--- config.mk ---
export PLATFORM = sky130hd
export DESIGN_NAME = adc_clock_sample_timing
export DESIGN_NICKNAME = d
export VERILOG_FILES = /design/src/common/adc_timing_pkg.sv /design/src/core/tad_divider.sv /design/src/core/adc_clock_sample_timing.sv
export SDC_FILE = /design/constraint.sdc
export NUM_CORES = 1
export LEC_CHECK = 0
export BUFFER_PORTS_ARGS = -buffer_cell sky130_fd_sc_hd__buf_4
export CORE_UTILIZATION = 59
export CTS_BUF_LIST = sky130_fd_sc_hd__clkbuf_4 sky130_fd_sc_hd__clkbuf_8
export CTS_CLUSTER_DIAMETER = 40
export DETAILED_ROUTE_END_ITERATION = 10
export PLACE_DENSITY = 0.86
export SLEW_MARGIN = 25
export SYNTH_ARGS = -nofsm -noshare
export SYNTH_HDL_FRONTEND = slang
export SYNTH_SLANG_ARGS = --single-unit
--- constraint.sdc ---
create_clock -name CLK_IN -period 3.2 [get_ports CLK_IN]
set_clock_uncertainty 0.1 [all_clocks]
set_input_delay 0.64 -clock CLK_IN [delete_from_list [all_inputs] [get_ports CLK_IN]]
set_output_delay 0.64 -clock CLK_IN [all_outputs]
set_load 0.02 [all_outputs]
--- src/common/adc_timing_pkg.sv ---
// Package with constants for the converter clock and sample timing block
package adc_timing_pkg;
    // Conversion length in conversion clock periods
    localparam int CONV_PERIODS = 12;
    localparam logic [3:0] CONV_LAST = 4'hb;
    // Field widths
    localparam int DIV_W = 6;
    localparam int SAMC_W = 5;
    localparam int TRIG_W = 3;
    localparam int CHPS_W = 2;
    localparam int SMPI_W = 4;
    // Trigger source encodings
    localparam logic [2:0] TRIG_MANUAL = 3'h0;
    localparam logic [2:0] TRIG_AUTO = 3'h7;
    // Channel count encoding for one sample-and-hold channel
    localparam logic [1:0] CHPS_ONE = 2'h0;
    // Minimum legal sample time
    localparam logic [4:0] SAMC_MIN = 5'h01;
    // Channel count decode: 00 one, 01 two, 1x four
    localparam logic [1:0] CHPS_TWO = 2'h1;
    // RC oscillator: system clock cycles per half RC period, one tick each
    localparam int RC_PERIOD_NS = 250;
    localparam int CLK_PERIOD_NS = 4;
    localparam int RC_HALF_CYC = RC_PERIOD_NS / (2 * CLK_PERIOD_NS);
    localparam logic [7:0] RC_RELOAD = 8'(RC_HALF_CYC - 1);
    // Converter states
    typedef enum logic [1:0] {ST_OFF, ST_IDLE, ST_SAMPLE, ST_CONVERT} conv_state_e;
endpackage : adc_timing_pkg

--- src/core/tad_divider.sv ---
// Conversion clock tick generator from instruction clock or RC source
`timescale 1ns/1ps
`default_nettype none
module tad_divider #(
    parameter int DIV_W = 6
) (
    input wire logic clk_in,
    input wire logic rst_b_in,
    input wire logic run_in,              // Divider runs while module on
    input wire logic rc_sel_in,           // Use RC oscillator timing
    input wire logic [DIV_W-1:0] div_in,  // Divider field value
    output logic tick_out                 // One cycle per conversion period
);
    import adc_timing_pkg::*;

    // ==========================================================
    // Half instruction cycle counter
    logic [DIV_W-1:0] half_cnt_r, half_cnt_nxt;
    logic [7:0] rc_cnt_r, rc_cnt_nxt;
    logic tick_r, tick_nxt;
    logic [DIV_W:0] half_sum; // Halves counted once this clock has passed
    logic [DIV_W:0] half_period; // Conversion period in half cycles

    // Next-state for the divider counters
    always_comb begin
        half_sum = {1'b0, half_cnt_r} + (DIV_W+1)'(2);
        half_period = {1'b0, div_in} + (DIV_W+1)'(1);
        half_cnt_nxt = half_cnt_r;
        rc_cnt_nxt = rc_cnt_r;
        tick_nxt = 1'b0;
        if (!run_in) begin
            // Restart whenever the module is switched back on
            half_cnt_nxt = '0;
            rc_cnt_nxt = '0;
        end else if (rc_sel_in) begin
            // RC source times the conversion instead
            if (rc_cnt_r == RC_RELOAD) begin
                rc_cnt_nxt = '0;
                tick_nxt = 1'b1;
            end else begin
                rc_cnt_nxt = rc_cnt_r + 8'h01;
            end
        end else begin
            // One clock is two half counts and a period is div+1 halves,
            // so even divider values alternate between two lengths
            if (half_sum >= half_period) begin
                // Keep the leftover half so the average stays exact
                half_cnt_nxt = DIV_W'(half_sum - half_period);
                tick_nxt = 1'b1;
            end else begin
                half_cnt_nxt = DIV_W'(half_sum);
            end
        end
    end

    // Register the divider state
    always_ff @(posedge clk_in or negedge rst_b_in) begin
        if (!rst_b_in) begin
            half_cnt_r <= '0;
            rc_cnt_r <= '0;
            tick_r <= 1'b0;
        end else begin
            half_cnt_r <= half_cnt_nxt;
            rc_cnt_r <= rc_cnt_nxt;
            tick_r <= tick_nxt;
        end
    end

    assign tick_out = tick_r;
endmodule // tad_divider
`default_nettype wire

--- src/core/adc_clock_sample_timing.sv ---
// Sampling and conversion sequencer for the successive-approximation converter
`timescale 1ns/1ps
`default_nettype none
//Function
// - Conversion lasts exactly twelve conversion periods
// - Six-bit divider gives sixty-four periods
// - Period is instruction cycle times (div+1)/2
// - RC select times conversions from RC
// - Manual and automatic sampling control supported
// - Module on is active, off disables all
// - Trigger field 111 selects auto-convert mode
// - Auto-sample restarts sampling without software
// - Simultaneous bit clear samples channels sequentially
// - Channel count 00 enables one channel
// - Sample-time field counts conversion periods
// - With auto-sample, one channel converts while other acquires
// - Manual trigger: clearing sample bit converts
// - Switching off aborts, buffer keeps last
// - Sample time zero treated as invalid
module adc_clock_sample_timing #(
    parameter int DIV_W = adc_timing_pkg::DIV_W
) (
    // Clock and reset
    input wire logic CLK_IN,
    input wire logic RST_B_IN,
    // Control fields
    input wire logic MODULE_ON_IN,                 // Module on
    input wire logic RC_CLOCK_SELECT_IN,           // RC clock select
    input wire logic [DIV_W-1:0] CONV_CLOCK_DIVIDER_IN,
    input wire logic SAMPLE_CONTROL_IN,            // Software sample bit
    input wire logic [adc_timing_pkg::TRIG_W-1:0] TRIGGER_SOURCE_SELECT_IN,
    input wire logic EXT_TRIGGER_IN,               // Other trigger pulse
    input wire logic AUTO_SAMPLE_ENABLE_IN,
    input wire logic SIMULTANEOUS_SAMPLE_SELECT_IN,
    input wire logic [adc_timing_pkg::CHPS_W-1:0] SH_CHANNEL_COUNT_IN,
    input wire logic [adc_timing_pkg::SAMC_W-1:0] AUTO_SAMPLE_TIME_IN,
    // Sequencer status
    output logic CONV_TICK_OUT,                    // Conversion period tick
    output logic SAMPLING_OUT,                     // Sampling in progress
    output logic [3:0] SH_SAMPLE_EN_OUT,           // Channels acquiring
    output logic CONV_START_OUT,                   // Conversion start pulse
    output logic CONVERTING_OUT,                   // Conversion in progress
    output logic [1:0] CONV_CHANNEL_OUT,           // Channel being converted
    output logic [3:0] CONV_STEP_OUT,              // Period within conversion
    // Completion pulses
    output logic CONV_DONE_OUT,                    // Result may be stored
    output logic SAMPLE_DONE_OUT,                  // Sample bit clear request
    // Power and configuration status
    output logic ANALOG_ENABLE_OUT,                // Power analog part
    output logic SAMPLE_TIME_INVALID_OUT           // Sample time zero flag
);
    import adc_timing_pkg::*;

    // ==========================================================
    // Overview
    // The sequencer walks from off to idle, to sampling, to converting.
    // Idle waits for the sample bit or the auto-sample bit; sampling
    // keeps the chosen sample-and-hold channel acquiring until the
    // trigger; converting lasts twelve conversion periods. A cleared
    // module-on bit sends it back to off and drops unfinished work.
    // Every period count uses the divider tick, and the divider reads
    // its source and value every clock, so a change acts mid-period.

    // ==========================================================
    // Conversion clock
    // The divider only runs while the module is on, so the first tick
    // after power-on comes a whole period later. Software must still
    // let the analog part settle before it starts sampling.
    logic tick; // One cycle per conversion period

    // Divider runs only in active mode
    // Holding it while off restarts the period count, so no short
    // period can reach the converter after power-on
    tad_divider #(.DIV_W(DIV_W)) u_div (
        .clk_in(CLK_IN),
        .rst_b_in(RST_B_IN),
        .run_in(MODULE_ON_IN),
        .rc_sel_in(RC_CLOCK_SELECT_IN),
        .div_in(CONV_CLOCK_DIVIDER_IN),
        .tick_out(tick)
    );

    // ==========================================================
    // Sequencer state
    // Each register has its next value computed in one combinational
    // process; the clocked process copies them or loads the reset values,
    // so power-off behaviour can be read in the combinational one.
    conv_state_e state_r, state_nxt;
    logic [SAMC_W-1:0] sample_control_cnt_r, sample_control_cnt_nxt;   // Sample periods elapsed
    logic [3:0] conv_cnt_r, conv_cnt_nxt;           // Conversion periods
    logic [1:0] chan_r, chan_nxt;                   // Channel converting
    logic [1:0] seq_r, seq_nxt;                     // Channel within group
    logic sample_control_prev_r, sample_control_prev_nxt;               // Sample bit last cycle
    // One-cycle pulses
    logic start_r, start_nxt; // Conversion start
    logic done_r, done_nxt; // Conversion complete
    logic sdone_r, sdone_nxt; // Sample bit cleared by hardware
    // Decoded configuration
    logic [1:0] last_ch;                            // Highest channel index
    logic [SAMC_W-1:0] samc_eff;                    // Legal sample time
    logic trig;                                     // Conversion trigger

    // Channel count decode
    // Both codes with the upper bit set select four channels; last_ch
    // is the index at which the channel sequence wraps
    always_comb begin
        if (SH_CHANNEL_COUNT_IN == CHPS_ONE) begin
            // One channel, always channel zero
            last_ch = 2'h0;
        end else if (SH_CHANNEL_COUNT_IN == CHPS_TWO) begin
            // Two channels alternate
            last_ch = 2'h1;
        end else begin
            // Four channels in turn
            last_ch = 2'h3;
        end
    end

    // Sample time zero is replaced by the minimum
    // A zero field would trigger before any sampling period passed,
    // breaking the one-period minimum, so it acts as one
    assign samc_eff = (AUTO_SAMPLE_TIME_IN < SAMC_MIN) ? SAMC_MIN
                      : AUTO_SAMPLE_TIME_IN;

    // Trigger selection by source field
    // The manual trigger is the falling edge of the sample bit, seen as
    // one at the last edge and zero now. The automatic trigger fires on
    // the tick that completes the programmed number of sample periods.
    // All other codes take the pulse on the external trigger input.
    always_comb begin
        unique case (TRIGGER_SOURCE_SELECT_IN)
            // Falling edge of sample bit
            TRIG_MANUAL: trig = sample_control_prev_r && !SAMPLE_CONTROL_IN;
            // Sample counter reaches field at a period tick
            TRIG_AUTO: trig = tick && (sample_control_cnt_r + SAMC_W'(1) >= samc_eff);
            // Timer, motor control or pin event from outside the block
            default: trig = EXT_TRIGGER_IN;
        endcase
    end

    // Next state of the sequencer
    // Power-off is tested first so that it wins over a start in the
    // same cycle. Pulses default to zero and so last one cycle. The
    // channel index only advances when a conversion completes, and an
    // abort restarts the sequence from channel zero after power-on.
    always_comb begin
        state_nxt = state_r;
        sample_control_cnt_nxt = sample_control_cnt_r;
        conv_cnt_nxt = conv_cnt_r;
        chan_nxt = chan_r;
        seq_nxt = seq_r;
        sample_control_prev_nxt = SAMPLE_CONTROL_IN;
        start_nxt = 1'b0;
        done_nxt = 1'b0;
        sdone_nxt = 1'b0;
        if (!MODULE_ON_IN) begin
            // Off wins over any pending start; no done for partial work
            state_nxt = ST_OFF;
            // Counters restart from zero at the next power-on
            sample_control_cnt_nxt = '0;
            conv_cnt_nxt = '0;
            seq_nxt = '0;
            chan_nxt = '0;
        end else begin
            unique case (state_r)
                ST_OFF: begin
                    // Leave off mode one cycle after power-on
                    state_nxt = ST_IDLE;
                end
                ST_IDLE: begin
                    // Sampling begins by software or automatically
                    if (SAMPLE_CONTROL_IN || AUTO_SAMPLE_ENABLE_IN) begin
                        state_nxt = ST_SAMPLE;
                        sample_control_cnt_nxt = '0;
                    end
                end
                ST_SAMPLE: begin
                    // Count sample periods; trigger ends acquisition
                    if (tick) begin
                        sample_control_cnt_nxt = sample_control_cnt_r + SAMC_W'(1);
                    end
                    if (trig) begin
                        // Hand the held sample to the converter
                        state_nxt = ST_CONVERT;
                        conv_cnt_nxt = '0;
                        chan_nxt = seq_r;
                        start_nxt = 1'b1;
                        // Hardware clears the sample bit with auto-sample and a non-manual trigger
                        sdone_nxt = AUTO_SAMPLE_ENABLE_IN
                                    && (TRIGGER_SOURCE_SELECT_IN != TRIG_MANUAL);
                    end
                end
                ST_CONVERT: begin
                    // Twelve periods then result ready
                    if (tick) begin
                        if (conv_cnt_r == CONV_LAST) begin
                            // Last period over: result may be stored
                            done_nxt = 1'b1;
                            conv_cnt_nxt = '0;
                            seq_nxt = (seq_r == last_ch) ? 2'h0
                                      : seq_r + 2'h1;
                            if (AUTO_SAMPLE_ENABLE_IN) begin
                                // Next acquisition starts at once
                                state_nxt = ST_SAMPLE;
                                sample_control_cnt_nxt = '0;
                            end else begin
                                // Wait for the next software request
                                state_nxt = ST_IDLE;
                            end
                        end else begin
                            // Step to the next conversion period
                            conv_cnt_nxt = conv_cnt_r + 4'h1;
                        end
                    end
                end
            endcase
        end
    end

    // Register the sequencer
    // Reset leaves the block in off mode with every pulse low, the
    // same state that a cleared module-on bit produces
    always_ff @(posedge CLK_IN or negedge RST_B_IN) begin
        if (!RST_B_IN) begin
            // Asynchronous clear to off mode
            state_r <= ST_OFF;
            sample_control_cnt_r <= '0;
            conv_cnt_r <= '0;
            chan_r <= '0;
            seq_r <= '0;
            sample_control_prev_r <= 1'b0;
            start_r <= 1'b0;
            done_r <= 1'b0;
            sdone_r <= 1'b0;
        end else begin
            // Copy the next values
            state_r <= state_nxt;
            sample_control_cnt_r <= sample_control_cnt_nxt;
            conv_cnt_r <= conv_cnt_nxt;
            chan_r <= chan_nxt;
            seq_r <= seq_nxt;
            sample_control_prev_r <= sample_control_prev_nxt;
            start_r <= start_nxt;
            done_r <= done_nxt;
            sdone_r <= sdone_nxt;
        end
    end

    // ==========================================================
    // Sample-and-hold enables
    // Only one channel acquires at a time in sequential mode; with
    // auto-sample the next channel starts acquiring as soon as the
    // present one is handed to the converter.
    logic [3:0] sh_en;

    // Sequential with auto-sample: one channel acquires while another converts;
    // simultaneous: all enabled channels acquire together
    always_comb begin
        sh_en = 4'h0;
        if (state_r == ST_SAMPLE) begin
            if (SIMULTANEOUS_SAMPLE_SELECT_IN && last_ch != 2'h0) begin
                // All enabled channels together
                sh_en = (last_ch == 2'h1) ? 4'h3 : 4'hf;
            end else begin
                // Only the channel next in turn
                sh_en = 4'h1 << seq_r;
            end
        end else if (state_r == ST_CONVERT && AUTO_SAMPLE_ENABLE_IN
                     && last_ch != 2'h0 && !SIMULTANEOUS_SAMPLE_SELECT_IN) begin
            // Next channel already acquiring during conversion
            sh_en = 4'h1 << ((chan_r == last_ch) ? 2'h0
                             : chan_r + 2'h1);
        end
    end

    // ==========================================================
    // Outputs
    // Pulses and counts come straight from registers and the levels
    // decode the registered state; the channel enables, the analog
    // enable and the zero time flag follow the control inputs directly.
    assign CONV_TICK_OUT = tick;
    assign SAMPLING_OUT = (state_r == ST_SAMPLE);
    assign SH_SAMPLE_EN_OUT = sh_en;

    // Conversion progress
    assign CONV_START_OUT = start_r;
    assign CONVERTING_OUT = (state_r == ST_CONVERT);
    assign CONV_CHANNEL_OUT = chan_r;
    assign CONV_STEP_OUT = conv_cnt_r;
    assign CONV_DONE_OUT = done_r;
    assign SAMPLE_DONE_OUT = sdone_r;

    // Power state and field check
    assign ANALOG_ENABLE_OUT = MODULE_ON_IN;
    assign SAMPLE_TIME_INVALID_OUT = (AUTO_SAMPLE_TIME_IN == 5'h00);
endmodule // adc_clock_sample_timing
`default_nettype wire

### Word level (Yosys, flattened, before mapping)

Cells that the tools add are included.

* register bits after elaboration: 34
* bits in latches: 0
* memory bits (writable): 0
* memory bits (read-only): 0
* memories kept: 0

* add/sub/neg operators: 8
* multipliers: 0
* divide/modulo/power cells: 0
* magnitude comparators: 3
* equality and inequality tests: 25
* shifts and indexed selects: 2
* muxes and demuxes: 56
* bitwise logic cells: 0
* reduce and logical (&&, ||, !) cells: 21

Operator list (number)
* 5-bit two-way mux: 7
* 2-bit two-way mux: 17
* 4-bit two-way mux: 8
* 8-bit two-way mux: 3
* 6-bit two-way mux: 3
* 5-bit case mux with 3 select lines: 1
* 1-bit two-way mux: 14
* 2-bit by 1-bit != test with 1-bit output (second input constant): 6
* 3-bit by 2-bit != test with 1-bit output (second input constant): 4
* 8-bit by 1-bit adder with 8-bit output (second input constant): 1
* 8-bit by 5-bit == test with 1-bit output (second input constant): 1
* 2-bit case mux with 4 select lines: 1
* 4-bit case mux with 2 select lines: 1
* 1-bit by 2-bit << shifter with 4-bit output (first input constant): 2
* 6-bit by 1-bit adder with 7-bit output (second input constant): 1
* 6-bit by 2-bit adder with 7-bit output (second input constant): 1
* 7-bit greater-or-equal comparator: 1
* 1-bit logical AND: 7
* 2-bit by 1-bit == test with 1-bit output (second input constant): 3
* 3-bit != test (second input constant): 2
* 3-bit AND reduction: 2
* 6-bit AND reduction: 1
* 6-bit subtractor: 1
* 5-bit by 1-bit adder with 5-bit output (second input constant): 1
* other kinds (21): 26

### Depth between registers and ports, before layout

* word-level depth: 9
* depth in mapped cells: 10
* mapped depth without buffers: 9

### By module

From an unflattened synthesis, not the netlist that was laid out.

* cells, all modules: 302
* area, all modules: 2645.0 um2

Modules (own cells, without submodules)
* adc_clock_sample_timing: times used 1, cells an instance 152, area an instance 1396.3 um2, sequential area each 475.5 um2
* tad_divider: times used 1, cells an instance 150, area an instance 1248.7 um2, sequential area each 375.4 um2

### Worst setup path after synthesis

OpenSTA, ideal clock, no wires.

* path type: in2reg
* start: in CONV_CLOCK_DIVIDER_IN[0]
* end: reg u_div.half_cnt_r[3]
* library setup time: 0.082 ns
* arrival: 2.374 ns
* required time: 3.018 ns
* setup slack: 0.644 ns
* cell stages on the path: 10
* cells stage by stage: ha_1 > nand3_1 > or2_2 > ha_1 > nand2_1 > nor2_1 > a21oi_2 > buf_6 > or3_1 > a31oi_1

* cells in the longest elaborated chain, start to end: 5

Ends and longest elaborated chain
* from (decl): RTL line adc_clock_sample_timing.sv:29 `input wire logic [DIV_W-1:0] CONV_CLOCK_DIVIDER_IN,`
* 6-bit by 1-bit adder with 7-bit output (*): RTL line tad_divider.sv:27 `half_period = {1'b0, div_in} + (DIV_W+1)'(1);`
* 6-bit subtractor / 7-bit greater-or-equal comparator (equally long branches): RTL line tad_divider.sv:48, tad_divider.sv:46
* 6-bit two-way mux (*): RTL line tad_divider.sv:46 `if (half_sum >= half_period) begin`
* 6-bit two-way mux (*): RTL line tad_divider.sv:35 `end else if (rc_sel_in) begin`
* 6-bit two-way mux (*): RTL line tad_divider.sv:31 `if (!run_in) begin`
* to (signal assigned): RTL line tad_divider.sv:63 `half_cnt_r <= half_cnt_nxt;`
* to (decl): RTL line tad_divider.sv:18 `logic [DIV_W-1:0] half_cnt_r, half_cnt_nxt;`

Every way passes the cells marked *; elsewhere a longest branch is shown, timed or not. The select of a mux whose other input is x is not followed.
A chain may end at the register's enable or synchronous reset.

### Worst setup path after layout

* start: in CONV_CLOCK_DIVIDER_IN[0]
* end: reg u_div.half_cnt_r[4]

Same word-level chain as after synthesis.

==> results.py <==
metrics = {
    "placed_design": {
        "numPortBuffers": 41,
        "dp_hpwl_um": 4160,
        "gp_congestion": 0.743,
        "place_ws_ns": 0.328,
        "placed_cells": 394,
        "placed_cell_area_um2": 2950,
    },
    "power": {
        "irDropWorstVdd_v": 0.000221,
        "finalPower_mw": 1.14,
        "power_leakage_nw": 1.40,
        "power_density_nw_per_um2": 372,
    },
    "final_layout": {
        "synthToLayoutAreaGrowth_pct": 16.6,
        "layout-drive-gt1-share": 0.176,
        "post-route-util": 0.737,
        "nNetsFinal": 399,
        "n_antenna_cell": 0,
        "num-fill-cells": 323,
        "final_cell_area_um2": 3060,
        "fin_cells": 402,
    },
    "drt": {
        "routedWlPerCell_um": 13.9,
        "dr.pass1.iters": 4,
        "drt.antenna.violating_nets": 0,
        "first_iter_violations": 131,
        "routed_wl_um": 5600,
        "drc": 0,
        "viasPerCell": 5.84,
        "routed-via-count": 2346,
    },
    "synth": {
        "yosysMostFrequentCell": "nand2_1",
        "ys_ff_latch": 34,
        "synth.area.top_cells": "dfrtp_1 (32%), ha_1 (11%), nand2_1 (5.4%), a21oi_1 (4.0%), nor2_1 (3.3%)",
        "avgSynthCellArea_um2": 8.42,
        "synthArstFlopShare": 1.00,
        "syn_nets": 359,
        "syn_inst": 311,
        "yosys_warnings": 0,
        "yosys_most_used_dff": "dfrtp_1",
        "yosys-top-cells-count": "nand2_1 (38), dfrtp_1 (34), ha_1 (23), nor2_1 (23), a21oi_1 (21)",
        "synth_edf_count": 0,
        "synth.distinct_cells": 55,
        "synth_area_um2": 2620,
        "synth.yosys.seq_area_share": 0.325,
        "synth_top_cell_by_area": "dfrtp_1",
        "synth_top_area_share": 0.325,
    },
    "clocking": {
        "cts_setup_buffers": 0,
        "cts_resized": 0,
        "cts_tree": "yes",
        "cts-root-buf": "clkbuf_8",
        "cts_hold_buf": 0,
        "htree_num_levels": 2,
        "cts_buffer_depth": 2,
        "numCtsBuffers": 5,
        "clock_latency_ns": 0.29,
        "path_clk_slew_ns": 0.07,
        "clock-sinks": 34,
    },
    "timing": {
        "tns_ns": 0,
        "finalHoldViolations": 0,
        "holdWs_ns": 0.184,
        "layout_min_cycle_time_ns": 2.56,
        "max_freq_mhz": 390,
        "setup_viol": 0,
        "rsz0062_at_grt": "false",
        "max-slew-margin-rel": 0.541,
        "min_period_over_period": 0.801,
        "slew_violations": 0,
        "worst_slack_ns": 0.638,
        "worstMarginPinSlew_ns": 0.686,
    },
    "setup_path": {
        "cp_data_arrival_time_ns": 2.63,
        "required_ns": 3.27,
        "path_class": "primary input to flip-flop",
        "end_kind": "flip-flop",
        "critPathLaunchType": "primary input",
        "worstPathMaxFanout": 7,
    },
    "floorplan": {
        "rows": 23,
        "ios": 42,
        "die_y_um": 68.6,
        "dieArea_um2": 4710,
        "coreArea_um2": 4140,
        "start_util": 0.632,
        "die_x_um": 68.6,
    },
    "min_path": {
        "worstHoldPathType": "primary input to async pin",
    },
    "grt": {
        "grt_use_total": 0.264,
        "grt_overflow": 0,
        "grt_pass1_wl_um": 9260,
        "antenna_found_initial": 0,
        "grt_max_degree": 35,
        "grt_pass1_vias": 2247,
    },
    "outcome": {
        "run_status": "finished clean",
    },
    "flow_run": {
        "max-cap-violations": 0,
    },
}
-- report_power, final --
part / internal, mW / switching (mW) / leakage [nW] / total, mW
Sequential: 0.443 / 0.0167 / 0.466 / 0.460
Combinational: 0.123 / 0.162 / 0.876 / 0.285
Clock: 0.229 / 0.163 / 0.0579 / 0.392
-- registers in the layout, indices dropped and copies added, names as in the netlist --
register	flops
CONV_CHANNEL_OUT	2
CONV_DONE_OUT	1
CONV_START_OUT	1
CONV_STEP_OUT	4
SAMPLE_DONE_OUT	1
sample_control_cnt_r	5
sample_control_prev_r	1
seq_r	2
state_r	2
u_div.half_cnt_r	6
u_div.rc_cnt_r	8
u_div.tick_out	1
-- critical path, stage by stage --
cell	delay [ns]
buf_4	0.09
ha_1	0.18
nand3_1	0.12
or2_2	0.32
ha_1	0.29
a21oi_1	0.16
o21ai_2	0.09
a21oi_2	0.26
buf_4	0.20
mux2i_1	0.18
o22ai_1	0.10
-- area by class of cell --
class	count	area (um^2)	share of cell area
Clock buffer	5	68.8	0.0225
Clock inverter	3	40.0	0.0131
Inverter	19	71.3	0.0233
Multi-Input combinational cell	249	1650	0.539
Sequential cell	34	851	0.278
Tap cell	50	62.6	0.0205
Timing Repair Buffer	42	315	0.103
-- layer usage --
layer / GRT usage / routed length [um]
met1: 0.301 / 2490
met5: 0 / 0
met4: 0.122 / 110
met3: 0.0313 / 207
met2: 0.488 / 2790
-- cell usage in the layout (no fill, tap or decap), types with 5 or more instances in the layout --
cell type,synthesis,routed
o22ai_1,6,6
dfrtp_1,34,34
buf_4,2,42
nand2b_1,7,7
ha_1,23,23
xnor2_1,8,8
nor2b_1,8,8
inv_1,18,18
o21ai_1,17,17
clkbuf_8,0,5
xor2_1,7,7
nor2_1,23,23
a21oi_1,21,21
o21ai_0,8,8
nand3_1,17,17
nand2_1,38,38
-- final timing paths --
kind,start,end,slack (ns),cells past startpoint
hold reg to reg,u_div.rc_cnt_r[4]$_DFFE_PN0P_,u_div.rc_cnt_r[4]$_DFFE_PN0P_,0.42,1
max in group asynchronous,RST_B_IN,CONV_DONE_OUT$_DFF_PN0_,2.49,1
hold / removal,RST_B_IN,sample_control_cnt_r[2]$_DFFE_PN0P_,0.18,1
setup reg to reg,u_div.half_cnt_r[1]$_DFFE_PN0P_,u_div.half_cnt_r[5]$_DFFE_PN0P_,0.68,7
min in group CLK_IN,SAMPLE_CONTROL_IN,sample_control_prev_r$_DFF_PN0_,0.38,1
setup / recovery,CONV_CLOCK_DIVIDER_IN[0],u_div.half_cnt_r[4]$_DFFE_PN0P_,0.64,11
-- cell families after synthesis --
logic type / after synthesis / share of synthesized area
muxes: 5 / 0.0196
xor gates and xnor gates: 15 / 0.0501
adders and majority gates: 24 / 0.117
buffers and inverters: 28 / 0.0468
DFF: 34 / 0.325
AOI/OAI and AO/OA: 81 / 0.204
and+or+nand+nor: 124 / 0.237
No activity file was read; power rests on OpenSTA's default activity.
